[config.mk]
export PLATFORM = sky130hd
export DESIGN_NAME = usb_engine_ctrl_status
export DESIGN_NICKNAME = d
export VERILOG_FILES = /design/src/usb_engine_pkg.sv /design/src/usb_engine_ctrl_status.sv /design/src/usb_line_monitor.sv /design/src/frame_count_ext.sv
export SDC_FILE = /design/constraint.sdc
export NUM_CORES = 1
export LEC_CHECK = 0
export ABC_CLOCK_PERIOD_IN_PS = 5450
export BUFFER_PORTS_ARGS = -buffer_cell sky130_fd_sc_hd__buf_2
export CORE_MARGIN = 4
export CORE_UTILIZATION = 40
export CTS_CLUSTER_SIZE = 40
export DETAILED_ROUTE_END_ITERATION = 10
export GPL_TIMING_DRIVEN = 0
export PLACE_DENSITY = 0.66
export SLEW_MARGIN = 20
export SYNTH_ARGS = -nofsm -noshare
export SYNTH_HDL_FRONTEND = slang
export SYNTH_SLANG_ARGS = --single-unit
[constraint.sdc]
create_clock -name hclk -period 5.45 [get_ports hclk]
set_input_delay 1.3625 -clock hclk [delete_from_list [all_inputs] [get_ports hclk]]
set_output_delay 1.3625 -clock hclk [all_outputs]
set_load 0.01 [all_outputs]
[src/usb_engine_pkg.sv]
// constants for the serial engine control and status registers
package usb_engine_pkg;

  // register indices as printed; the byte address is four times the index
  localparam logic [15:0] STATUS_IDX = 16'h7f93;
  localparam logic [15:0] CONTROL_IDX = 16'h7f94;
  localparam logic [15:0] CONFIG_IDX = 16'h7f98;
  localparam logic [15:0] ALT3_IDX = 16'h7f9f;
  localparam logic [31:0] STATUS_ADDR = {14'h0000, STATUS_IDX, 2'b00};
  localparam logic [31:0] CONTROL_ADDR = {14'h0000, CONTROL_IDX, 2'b00};
  localparam logic [31:0] CONFIG_ADDR = {14'h0000, CONFIG_IDX, 2'b00};
  localparam logic [31:0] ALT3_ADDR = {14'h0000, ALT3_IDX, 2'b00};

  // values after reset
  localparam logic [7:0] CONTROL_RESET = 8'h00;
  localparam logic [7:0] CONFIG_RESET = 8'h40;
  localparam logic [7:0] ALT3_RESET = 8'h00;

  // field positions
  localparam int ALT3_ENABLE_BIT = 7;
  localparam int ALT3_ADDR_MSB = 6;
  localparam int CTL_DMA_INHIBIT = 7;
  localparam int CTL_FORCE_ACK = 6;
  localparam int CTL_LAST_TAG = 5;
  localparam int CTL_FORCE_OVFL = 4;
  localparam int CTL_FORCE_ABORT = 3;
  localparam int CTL_FORCE_END = 2;
  localparam int CFG_FULL_SPEED = 7;
  localparam int CFG_SOFT_RESET = 6;
  localparam int CFG_FRAME_CLEAR = 5;
  localparam int CFG_WIDE_FRAME = 4;
  localparam int CFG_SUSPEND = 3;
  localparam int CFG_WAKE_SEND = 2;

  // bus reset: single-ended zero for this many full-speed bit times
  localparam longint unsigned CLK_HZ = 100_000_000;
  localparam longint unsigned FS_BIT_HZ = 12_000_000;
  localparam longint unsigned RESET_BIT_TIMES = 32;
  localparam longint unsigned RESET_CYCLES_L =
    (RESET_BIT_TIMES * CLK_HZ + FS_BIT_HZ - 1) / FS_BIT_HZ;
  localparam logic [9:0] RESET_CYCLES = RESET_CYCLES_L[9:0];

  typedef enum {BUS_IDLE, BUS_WRITE, BUS_READ} bus_phase_e;

endpackage

[src/usb_engine_ctrl_status.sv]
// serial engine control, status, configuration and third address filter registers
//
// Notes on behaviour
// RULE_01 - enable bit 7 lets endpoints 12-15 answer the third address; clear means no effect
// RULE_02 - bits 6:0 of the third address register hold the compared bus address
// RULE_03 - status 7 error and 6 timeout are taken at the end-of-transaction rise
// RULE_04 - status 5 shows the received token was a setup token
// RULE_05 - status 4 shows a start-of-frame pid, valid while end flag is low
// RULE_06 - status 3 shows a valid sync followed by a valid preamble pid
// RULE_07 - status 2 shows clean completion, taken at the end-of-transaction rise
// RULE_08 - zero on both lines for 32 bit times gives bus reset and an event
// RULE_09 - status 0 rises at transaction end, falls when the next one begins
// RULE_10 - control 7 stops engine dma so the controller owns the data path
// RULE_11 - control 6 forces an acknowledge while receiving
// RULE_12 - control 5 tags the next transmit queue byte as the last one
// RULE_13 - control 4 raises a receive overflow event and flushes the receive fifo
// RULE_14 - control 3 makes the engine send a bit-stuff violation
// RULE_15 - control 2 forces the current transaction to end
// RULE_16 - control bits 1 and 0 read the receive tag and transmit ok views
// RULE_17 - firmware keeps control bits 7 to 2 at zero in normal use
// RULE_18 - firmware sets configuration bit 7 for full-speed operation
// RULE_19 - configuration 6 resets the engine; 5 clears the frame number
// RULE_20 - configuration 4 extends the frame count with falls of high bit 2
// RULE_21 - configuration 3 forces suspend, configuration 2 sends resume signalling
// RULE_22 - configuration 1 sets on resume seen while suspended and raises an event
// RULE_23 - address match needs exact seven-bit equality and the enable set
//
// The AHB-Lite register port was left to the implementer.
`timescale 1ns/1ps
module usb_engine_ctrl_status (
  // clock and reset
  input wire logic hclk,
  input wire logic hresetn,
  // ahb-lite slave
  input wire logic hsel,
  input wire logic [31:0] haddr,
  input wire logic [1:0] htrans,
  input wire logic hwrite,
  input wire logic [2:0] hsize,
  input wire logic [31:0] hwdata,
  input wire logic hready,
  output logic hreadyout,
  output logic [31:0] hrdata,
  output logic hresp,
  // line pins
  input wire logic usb_dp_in,
  input wire logic usb_dm_in,
  // engine status
  input wire logic eng_error,
  input wire logic eng_timeout,
  input wire logic eng_setup_token,
  input wire logic eng_sof_token,
  input wire logic eng_pre_token,
  input wire logic eng_ack,
  input wire logic eng_transaction_end,
  input wire logic receive_tag_view,
  input wire logic transmit_ok_view,
  input wire logic [10:0] frame_number,
  // token and transmit queue
  input wire logic token_valid,
  input wire logic [6:0] token_addr,
  input wire logic tx_queue_write,
  // engine controls
  output logic endpoint_match,
  output logic engine_dma_inhibit,
  output logic force_receive_acknowledge,
  output logic force_last_byte_tag,
  output logic receive_overflow_event,
  output logic receive_fifo_flush,
  output logic force_transmit_abort,
  output logic force_transaction_end,
  output logic full_speed_select,
  output logic engine_soft_reset,
  output logic engine_suspend_force,
  output logic engine_wake_send,
  output logic pm_reset_event,
  output logic pm_resume_event,
  // frame number
  output logic [7:0] frame_low_byte,
  output logic [7:0] frame_high_byte
);
  import usb_engine_pkg::*;

  bus_phase_e phase_ff;
  logic [31:0] addr_ff;
  logic hreadyout_ff;
  logic [31:0] hrdata_ff;
  logic [7:0] alt3_ff;
  logic [7:2] ctrl_ff;
  logic [7:2] cfg_ff;
  logic err_ff;
  logic timeout_ff;
  logic ack_ff;
  logic setup_ff;
  logic sof_ff;
  logic pre_ff;
  logic end_ff;
  logic match_ff;
  logic tag_ff;
  logic ovfl_prev_ff;
  logic ovfl_event_ff;
  logic resume_seen_ff;
  logic reset_prev_ff;
  logic reset_event_ff;
  logic resume_event_ff;
  logic bus_reset;
  logic k_state;
  logic addr_phase;
  logic end_rise;
  logic wr_alt3;
  logic wr_ctrl;
  logic wr_cfg;
  logic [7:0] status_byte;
  logic [7:0] control_byte;
  logic [7:0] config_byte;
  logic [31:0] nxt_rdata;

  ////////////////////////////////////////////////////////////////////////////
  // submodules

  usb_line_monitor u_line (
    .hclk(hclk),
    .hresetn(hresetn),
    .usb_dp_in(usb_dp_in),
    .usb_dm_in(usb_dm_in),
    .bus_reset_ff(bus_reset),
    .k_state_ff(k_state)
  );

  frame_count_ext u_frame (
    .hclk(hclk),
    .hresetn(hresetn),
    .load(end_rise && eng_sof_token && eng_ack),
    .frame_number(frame_number),
    .clear(cfg_ff[CFG_FRAME_CLEAR]),
    .wide_enable(cfg_ff[CFG_WIDE_FRAME]),
    .frame_low_ff(frame_low_byte),
    .frame_high_ff(frame_high_byte)
  );

  ////////////////////////////////////////////////////////////////////////////
  // ahb-lite slave: writes take no wait state, reads one

  assign addr_phase = hsel && htrans[1] && hready;

  always_ff @(posedge hclk or negedge hresetn) begin
    if (!hresetn) begin
      phase_ff <= BUS_IDLE;
      addr_ff <= 32'h0000_0000;
      hreadyout_ff <= 1'b1;
      hrdata_ff <= 32'h0000_0000;
    end else begin
      case (phase_ff)
        BUS_READ: begin
          hrdata_ff <= nxt_rdata;
          hreadyout_ff <= 1'b1;
          phase_ff <= BUS_IDLE;
        end
        default: begin
          if (addr_phase) begin
            addr_ff <= haddr;
            phase_ff <= bus_phase_e'(hwrite ? BUS_WRITE : BUS_READ);
            hreadyout_ff <= hwrite;
          end else begin
            phase_ff <= BUS_IDLE;
          end
        end
      endcase
    end
  end

  assign hreadyout = hreadyout_ff;
  assign hrdata = hrdata_ff;
  assign hresp = 1'b0;

  assign wr_alt3 = (phase_ff == BUS_WRITE) && (addr_ff == ALT3_ADDR);
  assign wr_ctrl = (phase_ff == BUS_WRITE) && (addr_ff == CONTROL_ADDR);
  assign wr_cfg = (phase_ff == BUS_WRITE) && (addr_ff == CONFIG_ADDR);

  assign status_byte = {err_ff, timeout_ff, setup_ff, sof_ff, pre_ff, ack_ff, bus_reset, end_ff};
  assign control_byte = {ctrl_ff, receive_tag_view, transmit_ok_view}; // RULE_16
  assign config_byte = {cfg_ff, resume_seen_ff, bus_reset}; // RULE_08

  // unmapped addresses read as zero
  always_comb begin
    case (addr_ff)
      STATUS_ADDR: nxt_rdata = {24'h000000, status_byte};
      CONTROL_ADDR: nxt_rdata = {24'h000000, control_byte};
      CONFIG_ADDR: nxt_rdata = {24'h000000, config_byte};
      ALT3_ADDR: nxt_rdata = {24'h000000, alt3_ff};
      default: nxt_rdata = 32'h0000_0000;
    endcase
  end

  ////////////////////////////////////////////////////////////////////////////
  // writable registers

  always_ff @(posedge hclk or negedge hresetn) begin
    if (!hresetn) begin
      alt3_ff <= ALT3_RESET;
    end else if (wr_alt3) begin
      alt3_ff <= hwdata[7:0]; // RULE_02
    end
  end

  // the last-byte tag clears itself once a queue write has carried it
  always_ff @(posedge hclk or negedge hresetn) begin
    if (!hresetn) begin
      ctrl_ff <= CONTROL_RESET[7:2];
    end else if (wr_ctrl) begin
      ctrl_ff <= hwdata[7:2];
    end else if (tx_queue_write) begin
      ctrl_ff[CTL_LAST_TAG] <= 1'b0; // RULE_12
    end
  end

  always_ff @(posedge hclk or negedge hresetn) begin
    if (!hresetn) begin
      cfg_ff <= CONFIG_RESET[7:2];
    end else if (wr_cfg) begin
      cfg_ff <= hwdata[7:2];
    end
  end

  ////////////////////////////////////////////////////////////////////////////
  // status capture

  assign end_rise = eng_transaction_end && !end_ff;

  always_ff @(posedge hclk or negedge hresetn) begin
    if (!hresetn) begin
      err_ff <= 1'b0;
      timeout_ff <= 1'b0;
      ack_ff <= 1'b0;
    end else if (end_rise) begin
      err_ff <= eng_error; // RULE_03
      timeout_ff <= eng_timeout; // RULE_03
      ack_ff <= eng_ack; // RULE_07
    end
  end

  always_ff @(posedge hclk or negedge hresetn) begin
    if (!hresetn) begin
      setup_ff <= 1'b0;
      sof_ff <= 1'b0;
      pre_ff <= 1'b0;
      end_ff <= 1'b0;
    end else begin
      setup_ff <= eng_setup_token; // RULE_04
      sof_ff <= eng_sof_token; // RULE_05
      pre_ff <= eng_pre_token; // RULE_06
      end_ff <= eng_transaction_end; // RULE_09
    end
  end

  ////////////////////////////////////////////////////////////////////////////
  // third address filter

  always_ff @(posedge hclk or negedge hresetn) begin
    if (!hresetn) begin
      match_ff <= 1'b0;
    end else begin
      match_ff <= token_valid && alt3_ff[ALT3_ENABLE_BIT] && // RULE_01
        (token_addr == alt3_ff[ALT3_ADDR_MSB:0]); // RULE_23
    end
  end

  ////////////////////////////////////////////////////////////////////////////
  // forced actions and power events

  always_ff @(posedge hclk or negedge hresetn) begin
    if (!hresetn) begin
      tag_ff <= 1'b0;
      ovfl_prev_ff <= 1'b0;
      ovfl_event_ff <= 1'b0;
    end else begin
      tag_ff <= tx_queue_write && ctrl_ff[CTL_LAST_TAG]; // RULE_12
      ovfl_prev_ff <= ctrl_ff[CTL_FORCE_OVFL];
      ovfl_event_ff <= ctrl_ff[CTL_FORCE_OVFL] && !ovfl_prev_ff; // RULE_13
    end
  end

  // resume flag is held only while suspend is forced
  always_ff @(posedge hclk or negedge hresetn) begin
    if (!hresetn) begin
      resume_seen_ff <= 1'b0;
    end else if (!cfg_ff[CFG_SUSPEND]) begin
      resume_seen_ff <= 1'b0;
    end else if (k_state) begin
      resume_seen_ff <= 1'b1; // RULE_22
    end
  end

  always_ff @(posedge hclk or negedge hresetn) begin
    if (!hresetn) begin
      reset_prev_ff <= 1'b0;
      reset_event_ff <= 1'b0;
      resume_event_ff <= 1'b0;
    end else begin
      reset_prev_ff <= bus_reset;
      reset_event_ff <= bus_reset && !reset_prev_ff; // RULE_08
      resume_event_ff <= cfg_ff[CFG_SUSPEND] && k_state && !resume_seen_ff; // RULE_22
    end
  end

  assign endpoint_match = match_ff;
  assign engine_dma_inhibit = ctrl_ff[CTL_DMA_INHIBIT]; // RULE_10
  assign force_receive_acknowledge = ctrl_ff[CTL_FORCE_ACK]; // RULE_11
  assign force_last_byte_tag = tag_ff;
  assign receive_overflow_event = ovfl_event_ff;
  assign receive_fifo_flush = ctrl_ff[CTL_FORCE_OVFL]; // RULE_13
  assign force_transmit_abort = ctrl_ff[CTL_FORCE_ABORT]; // RULE_14
  assign force_transaction_end = ctrl_ff[CTL_FORCE_END]; // RULE_15
  assign full_speed_select = cfg_ff[CFG_FULL_SPEED];
  assign engine_soft_reset = cfg_ff[CFG_SOFT_RESET]; // RULE_19
  assign engine_suspend_force = cfg_ff[CFG_SUSPEND]; // RULE_21
  assign engine_wake_send = cfg_ff[CFG_WAKE_SEND]; // RULE_21
  assign pm_reset_event = reset_event_ff;
  assign pm_resume_event = resume_event_ff;
endmodule

[src/usb_line_monitor.sv]
// line watcher: synchronises the data pins, times single-ended zero, sees K state
`timescale 1ns/1ps
module usb_line_monitor (
  // clock and reset
  input wire logic hclk,
  input wire logic hresetn,
  // line pins
  input wire logic usb_dp_in,
  input wire logic usb_dm_in,
  // line state
  output logic bus_reset_ff,
  output logic k_state_ff
);
  import usb_engine_pkg::*;

  logic [1:0] meta_ff;
  logic [1:0] line_ff;
  logic [9:0] se0_count_ff;

  always_ff @(posedge hclk or negedge hresetn) begin
    if (!hresetn) begin
      meta_ff <= 2'b10;
      line_ff <= 2'b10;
    end else begin
      meta_ff <= {usb_dp_in, usb_dm_in};
      line_ff <= meta_ff;
    end
  end

  // count stops at the threshold so the indication holds while zero persists
  always_ff @(posedge hclk or negedge hresetn) begin
    if (!hresetn) begin
      se0_count_ff <= 10'h000;
      bus_reset_ff <= 1'b0;
    end else if (line_ff != 2'b00) begin
      se0_count_ff <= 10'h000;
      bus_reset_ff <= 1'b0;
    end else begin
      if (se0_count_ff < RESET_CYCLES) begin
        se0_count_ff <= se0_count_ff + 10'h001;
      end
      bus_reset_ff <= (se0_count_ff >= RESET_CYCLES - 10'h001); // RULE_08
    end
  end

  // full-speed K: minus line high, plus line low
  always_ff @(posedge hclk or negedge hresetn) begin
    if (!hresetn) begin
      k_state_ff <= 1'b0;
    end else begin
      k_state_ff <= (line_ff == 2'b01);
    end
  end

endmodule

[src/frame_count_ext.sv]
// frame number bytes with the optional five-bit extension
`timescale 1ns/1ps
module frame_count_ext (
  // clock and reset
  input wire logic hclk,
  input wire logic hresetn,
  // control
  input wire logic load,
  input wire logic [10:0] frame_number,
  input wire logic clear,
  input wire logic wide_enable,
  // frame bytes
  output logic [7:0] frame_low_ff,
  output logic [7:0] frame_high_ff
);

  logic [10:0] nxt_frame;
  logic [2:0] high_ff;
  logic [4:0] ext_ff;

  // one process for the frame number and one for the extension, so no bit of the high byte has two writers
  assign frame_high_ff = {ext_ff, high_ff};

  always_comb begin
    nxt_frame = {high_ff, frame_low_ff};
    if (clear) begin
      nxt_frame = 11'h000; // RULE_19
    end else if (load) begin
      nxt_frame = frame_number;
    end
  end

  always_ff @(posedge hclk or negedge hresetn) begin
    if (!hresetn) begin
      frame_low_ff <= 8'h00;
      high_ff <= 3'h0;
    end else begin
      frame_low_ff <= nxt_frame[7:0];
      high_ff <= nxt_frame[10:8];
    end
  end

  // extension counts falls of bit 2, held at zero while disabled
  always_ff @(posedge hclk or negedge hresetn) begin
    if (!hresetn) begin
      ext_ff <= 5'h00;
    end else if (!wide_enable) begin
      ext_ff <= 5'h00; // RULE_20
    end else if (high_ff[2] && !nxt_frame[10]) begin
      ext_ff <= ext_ff + 5'h01; // RULE_20
    end
  end

endmodule

==> metrics.txt, run 1 <==
outcome=finished, final reports clean; most frequent cell after synthesis=dfrtp_1; endpoint type of the worst setup path=register; Yosys top cell by area=dfrtp_1; Worst EP arrival=2.87 ns; CTS buffer count=9; Post-synth EDFFs=0; worst skew pair latency=0.35 ns; synth unique cells=49; largest net degree at the start of global routing=63; fraction of layout cells with a size suffix above 1=40.9%; crit-path max FO=10; CORE AREA=12,000 um2; Final setup violation count=0; First-pass DRT Iterations=4; fmax=0.380 GHz; cell family with most CP delay=buffers and inverters; port buffer count=115; Starting Density=40.9%; DRC=0; Clock Skew=0.00699 ns; max_cap viols=0; Via Count=3,536; critical path class=in -> reg; average cell area after synthesis=12.2 um2; crit path max-delay cell type=clkbuf_1; I/O pin count=169; synthesized flop and latch total=110; antenna violations before repair=0; Die Span Y=119 um; Synth Warn #=0; post-route minimum period=2.63 ns; global route overflow=0; crit path launch type=input port; CP Cell Sequence=buf_2 -> nand3_1 -> nor2_1 -> clkbuf_1 -> mux2_2; asr flop ratio synth=100%; row count=40; maximum buffer depth of the clock tree=2; root buf cell=clkbuf_16; Worst-Margin Slew=0.722 ns; vias in the first global route=3,555; RSZ-0062 raised after global routing=false; register area share after synthesis=56.2%; leakage=2.96 nW; post-CTS setup buffer count=0; Post-Synthesis Cell Area=4910 um2; placed wire-length estimate=8390 um; TritonCTS clock tree=built; worst hold margin=0.353 ns; Fin. Hold Viols=0; Antenna Diode Count=0; worst path bufs/invs=2; WL final=11,300 um; number of fill cells in the layout=1,097; first-pass GRT wire length=18,100 um; cts hold-fix bufs=0; clock slew at reported path FFs=0.07 ns; H-tree depth=3; vias per cell=5.00; max-slew violations=0; Tcrit/Tclk final=48.3%; Post-CTS Resized=0; Die Area=14,100 um2; P&R area growth vs syn=24.2%; fin util=50.8%; # nets final=663; hold crit path type=reg -> reg; Relative slew margins=51.5%; Top FF cell, synth=dfrtp_1; Max IR drop VDD=0.166 mV; total power=0.00186 W; DRT antenna net count=0; initial drt markers=212; total track usage=16.3%; clock sinks=110; WL per Instance=15.9 um; top cells by area, synth=dfrtp_1 54%, mux2_2 13%, buf_4 3.8%; Synth Instances=404; routability cong.=0.813; synth cell count leaders=106 x dfrtp_1, 55 x mux2_2, 38 x nand2_1; max incr delay on CP=0.48 ns; required time worst endpoint=5.69 ns; post-synth top area share=54.0%; P per Cell Area=305 nW/um2; Die W=119 um; Setup TNS Final=0 ns
layout by cell type (no fill, tap or decap), drive strengths merged, types with 2 or more instances in the layout:
cell type,synthesis,final
buf,26,142
dfrtp,106,106
mux2,55,55
nand2,38,38
conb,1,25
clkbuf,12,23
a21oi,21,21
a22oi,16,16
o21ai,13,13
nand3,11,11
inv,8,10
nor4,9,9
nor2b,8,8
nor2,8,8
o22a,8,8
xnor2,5,5
or4,5,5
xor2,4,4
o31ai,4,4
dfstp,4,4
nand4,4,4
o21a,4,4
and2,3,3
and4b,3,3
nand2b,3,3
mux2i,3,3
ha,3,3
or3,3,3
o31a,2,2
or2,2,2
report_power, final:
part | switching [W] | internal [W] | total (W)
clock | 0.000303 | 0.000374 | 0.000677
combinational | 0.000129 | 0.000121 | 0.000250
sequential | 0.0000437 | 0.000891 | 0.000934
total | 0.000476 | 0.00139 | 0.00186
metrics by stage:
| step | area [um2] | worst slack, ns | std cells |
|---|---|---|---|
| after floorplan | 5000 | 2.84 | 428 |
| after global placement | 5760 | 1.79 | 690 |
| after detailed placement | 5790 | 2.44 | 691 |
| after CTS | 6100 | 2.79 | 707 |
| after global routing | 6100 | 2.67 | 707 |
| final | 6100 | 2.82 | 707 |
registers in the layout, summed over array words and instances, names as in the netlist, 2 cells and up:
register and cells:
addr_ff 32, u_line.line_ff 2, hrdata 8, ctrl_ff 6
alt3_ff 8, u_frame.high_ff 3, u_frame.ext_ff 5, phase_ff 2
u_frame.frame_low_ff 8, u_line.meta_ff 2, cfg_ff 6, u_line.se0_count_ff 10
routing by layer:
metal  vias up  track usage [%]  share of wire [%]
met1      1729             19.7                 42
li1       1706                -                  -
met5         -                0                  0
met3        16             5.65                6.3
met4         0             5.00                1.5
met2        85             27.3                 50
final timing paths:
| kind | cells past startpoint | from | endpoint | slack, ns |
|---|---|---|---|---|
| max in group asynchronous | 2 | hresetn | hreadyout$_DFFE_PN1P_ | 3.80 |
| hold reg to reg | 0 | u_line.meta_ff[1]$_DFF_PN1_ | u_line.line_ff[1]$_DFF_PN1_ | 0.35 |
| setup / recovery | 5 | hready | addr_ff[2]$_DFFE_PN0P_ | 2.82 |
| min in group asynchronous | 1 | hresetn | u_frame.ext_ff[4]$_DFFE_PN0P_ | 0.94 |
| setup reg to reg | 4 | addr_ff[19]$_DFFE_PN0P_ | alt3_ff[0]$_DFFE_PN0P_ | 3.07 |
| hold / removal | 0 | u_line.meta_ff[1]$_DFF_PN1_ | u_line.line_ff[1]$_DFF_PN1_ | 0.35 |
cell type report:
| class | count | area, um2 | area share (%) |
|---|---|---|---|
| flip-flops and latches | 110 | 2760 | 45.2 |
| multi-input cells | 272 | 1980 | 32.4 |
| repair buffers | 116 | 609 | 9.99 |
| clock buffers | 11 | 243 | 3.98 |
| plain buffers | 38 | 236 | 3.88 |
| well taps | 147 | 184 | 3.01 |
| clock inverters | 5 | 63.8 | 1.05 |
| inverters | 8 | 30.0 | 0.492 |
logic make-up after synthesis:
logic type,share of synthesized area (%)
AO/OA/AOI/OAI,9.91
XOR/XNOR,1.60
adder cells (fa/ha/maj),0.764
buffers and inverters,5.43
flip-flops,56.2
multiplexers,13.2
other,0.0764
AND/OR/NAND/NOR,12.8
No activity file was read; power rests on OpenSTA's default activity.
==> run 2, diff against run 1 <==
--- a/config.mk
+++ b/config.mk
@@ -5,14 +5,15 @@
 export SDC_FILE = /design/constraint.sdc
 export NUM_CORES = 1
 export LEC_CHECK = 0
-export ABC_CLOCK_PERIOD_IN_PS = 5450
+export ABC_AREA = 1
+export ABC_CLOCK_PERIOD_IN_PS = 2300
 export BUFFER_PORTS_ARGS = -buffer_cell sky130_fd_sc_hd__buf_2
 export CORE_MARGIN = 4
 export CORE_UTILIZATION = 40
 export CTS_CLUSTER_SIZE = 40
 export DETAILED_ROUTE_END_ITERATION = 10
 export GPL_TIMING_DRIVEN = 0
-export PLACE_DENSITY = 0.66
+export PLACE_DENSITY = 0.68
 export SLEW_MARGIN = 20
 export SYNTH_ARGS = -nofsm -noshare
 export SYNTH_HDL_FRONTEND = slang
==> constraint.sdc (replaced) <==
create_clock -name hclk -period 2.3 [get_ports hclk]
set_input_delay 0.575 -clock hclk [delete_from_list [all_inputs] [get_ports hclk]]
set_output_delay 0.575 -clock hclk [all_outputs]
set_load 0.01 [all_outputs]
==> run 2 against run 1 <==
Effect of this change: global-route usage rose by 0.47 points; worst hold slack got worse by 0.19 ns; clock power rose by 130%; die area rose by 6.3%; sequential share of layout area fell by 2.4 points; register-to-register slack got worse by 2.3 ns; critical path type is now reg -> out; cell count rose by 31%; first-iteration DRC count rose by 20%; sequential power rose by 130%; non-clock buffer count rose by 6; largest cell class unchanged.
==> metrics.txt, run 2 <==
Post-synth EDFFs=0 (unchanged); WL final=12,000 um (+6.9%); Largest Register=addr_ff; hold crit path type=in -> async; max_cap viols=0 (unchanged); max-slew violations=0 (unchanged); Antenna Diode Count=0 (unchanged); DRT antenna net count=0 (unchanged); clock slew at reported path FFs=0.07 ns (about the same); top cells by area, synth=dfrtp_1 51%, nand2_1 12%, nand3_1 6.8%; Design Area, Final=6450 um2 (+5.7%); register area=2760 um2 (unchanged); fin util=50.7% (-0.10 points); cell family with most CP delay=flip-flops; RSZ-0062 raised after global routing=false; Critical Path Stages=1 (-4); Relative slew margins=65.1% (+14 points); register area share after synthesis=52.6% (-3.5 points); maximum buffer depth of the clock tree=2 (unchanged); antenna violations before repair=2 (+2); Via Count=4,292 (+21%); critical path class=reg -> out; global route overflow=0 (unchanged); synth cell count leaders=164 x nand2_1, 106 x dfrtp_1, 71 x nand3_1; Worst Reg-to-Reg Cells=9 (+5); Worst-Margin Slew=0.523 ns (-0.199 ns); Fin. Hold Viols=0 (unchanged); Max IR drop VDD=0.326 mV (+96%); CTS buffer count=9 (unchanged); First-pass DRT Iterations=5 (+1); WL per Instance=13.0 um (-19%); worst hold margin=0.159 ns (-0.194 ns); synth unique cells=34 (-31%); root buf cell=clkbuf_16; worst skew pair latency=0.35 ns (about the same); post-synth top area share=50.6% (-3.4 points); crit path max-delay cell type=dfstp_2; post-CTS setup buffer count=0 (unchanged); Worst EP arrival=1.03 ns (-1.84 ns); placed wire-length estimate=9280 um (+11%); CP Cell Sequence=buf_2; post-route insts no fill=929 (+31%); Final setup violation count=0 (unchanged); port buffer count=115 (unchanged); Tcrit/Tclk final=69.8%; # nets final=860 (+30%); P per Cell Area=631 nW/um2 (+110%); TritonCTS clock tree=built; worst setup path startpoint=cfg_ff[6]$_DFFE_PN1P_; crit path launch type=register; vias in the first global route=4,289 (+21%); largest net degree at the start of global routing=57 (-9.5%); outcome=finished, final reports clean; P&R area growth vs syn=23.0%; largest registers=addr_ff x32, u_line.se0_count_ff x10; fraction of layout cells with a size suffix above 1=29.1% (-12 points); Crit Reg-Reg Startpoint=addr_ff[1]$_DFFE_PN0P_; vias per cell=4.62 (-7.6%); average cell area after synthesis=8.72 um2 (-28%); most common cell after layout, fill and taps aside=nand2_1; Die Span Y=122 um (+3.1%); Top FF cell, synth=dfrtp_1; Die W=122 um (+3.1%); max incr delay on CP=0.55 ns (+0.07 ns); asr flop ratio synth=100% (unchanged); DRC=0 (unchanged); Multi-input gate area=2020 um2 (+2.0%); clock sinks=110 (unchanged); Post-Synthesis Cell Area=5240 um2 (+6.7%); Cells after DPL=913 (+32%); number of flip-flops under the largest register name=32 (unchanged); row count=41 (+2.5%); Post-Place Cell Area=6160 um2 (+6.2%); post-route minimum period=1.60 ns; required time worst endpoint=1.73 ns (-3.96 ns); endpoint type of the worst setup path=primary output; Yosys top cell by area=dfrtp_1; CORE AREA=12,700 um2 (+5.9%); worst path bufs/invs=1 (-1); routability cong.=0.869 (+7.0%); total track usage=16.7% (+0.47 points); Post-CTS Resized=0 (unchanged); most frequent cells in the layout=164 x nand2_1, 121 x buf_2, 106 x dfrtp_1; Synth Warn #=0 (unchanged); crit-path max FO=3 (-7); Die Area=15,000 um2 (+6.3%); I/O pin count=169 (unchanged); cts hold-fix bufs=0 (unchanged); synthesized flop and latch total=110 (unchanged); initial drt markers=255 (+20%); number of fill cells in the layout=1,241 (+13%); most frequent cell after synthesis=nand2_1; H-tree depth=3 (unchanged); Starting Density=41.2% (+0.31 points); fmax=0.623 GHz; Clock Skew=0.00690 ns (-0.0000922 ns); leakage=3.62 nW (+22%); Synth Instances=601 (+49%); first-pass GRT wire length=19,900 um (+9.9%)
## run 2: cell count changes after synthesis, sizes merged, moves of 16 or more
cell   change
a22oi     -16
nand3     +63
o21ai     +53
mux2      -55
nand2    +131
inv       +59
nor2      +29
## run 2: logic make-up after synthesis
kind of cell | after synthesis | synth area share, %
DFF | 110 | 52.6
adders and majority gates | 3 | 0.716
and+or+nand+nor | 291 | 25.5
buffers and inverters | 111 | 10.6
xor gates and xnor gates | 11 | 1.84
AOI/OAI and AO/OA | 74 | 8.64
other | 1 | 0.0715
## run 2: area by class of cell
| type | instances | area share (%) |
|---|---|---|
| clock buffer | 11 | 3.61 |
| timing repair buffer | 116 | 9.45 |
| multi-input combinational | 404 | 31.3 |
| sequential | 110 | 42.8 |
| clock inverter | 5 | 0.931 |
| tap | 172 | 3.34 |
| inverter | 67 | 3.90 |
| buffer | 44 | 4.73 |
## run 2: stage by stage
stage	setup TNS [ns]	power [W]	worst slack (ns)
after global placement	-59.83	0.00254	-0.569
final	0	0.00407	0.695
after floorplan	0	0.00239	0.826
after global routing	0	0.00426	0.537
after detailed placement	0	0.00256	0.516
after CTS	0	0.00413	0.680
## run 2: final timing paths
| kind | slack [ns] | end |
|---|---|---|
| setup / recovery | 0.70 | engine_soft_reset |
| hold / removal | 0.16 | addr_ff[18]$_DFFE_PN0P_ |
| setup reg to reg | 0.72 | ctrl_ff[6]$_DFFE_PN0P_ |
| hold reg to reg | 0.35 | u_line.line_ff[0]$_DFF_PN0_ |
| max in group asynchronous | 1.43 | cfg_ff[6]$_DFFE_PN1P_ |
| min in group hclk | 0.32 | u_line.meta_ff[1]$_DFF_PN1_ |
## run 2: power breakdown
group	internal, W	switching [W]	leakage [nW]	total, W
combinational	0.000168	0.000245	2.13	0.000413
clock	0.000848	0.000697	0.140	0.00154
sequential	0.00206	0.0000538	1.34	0.00211
## run 2: per-layer routing
metal	vias to the layer above	wire length, um	track usage (%)
met5	-	18	0
met4	4	191	5.67
met3	17	926	4.98
met2	114	5600	27.3
met1	1989	5310	21.3
li1	2168	-	-
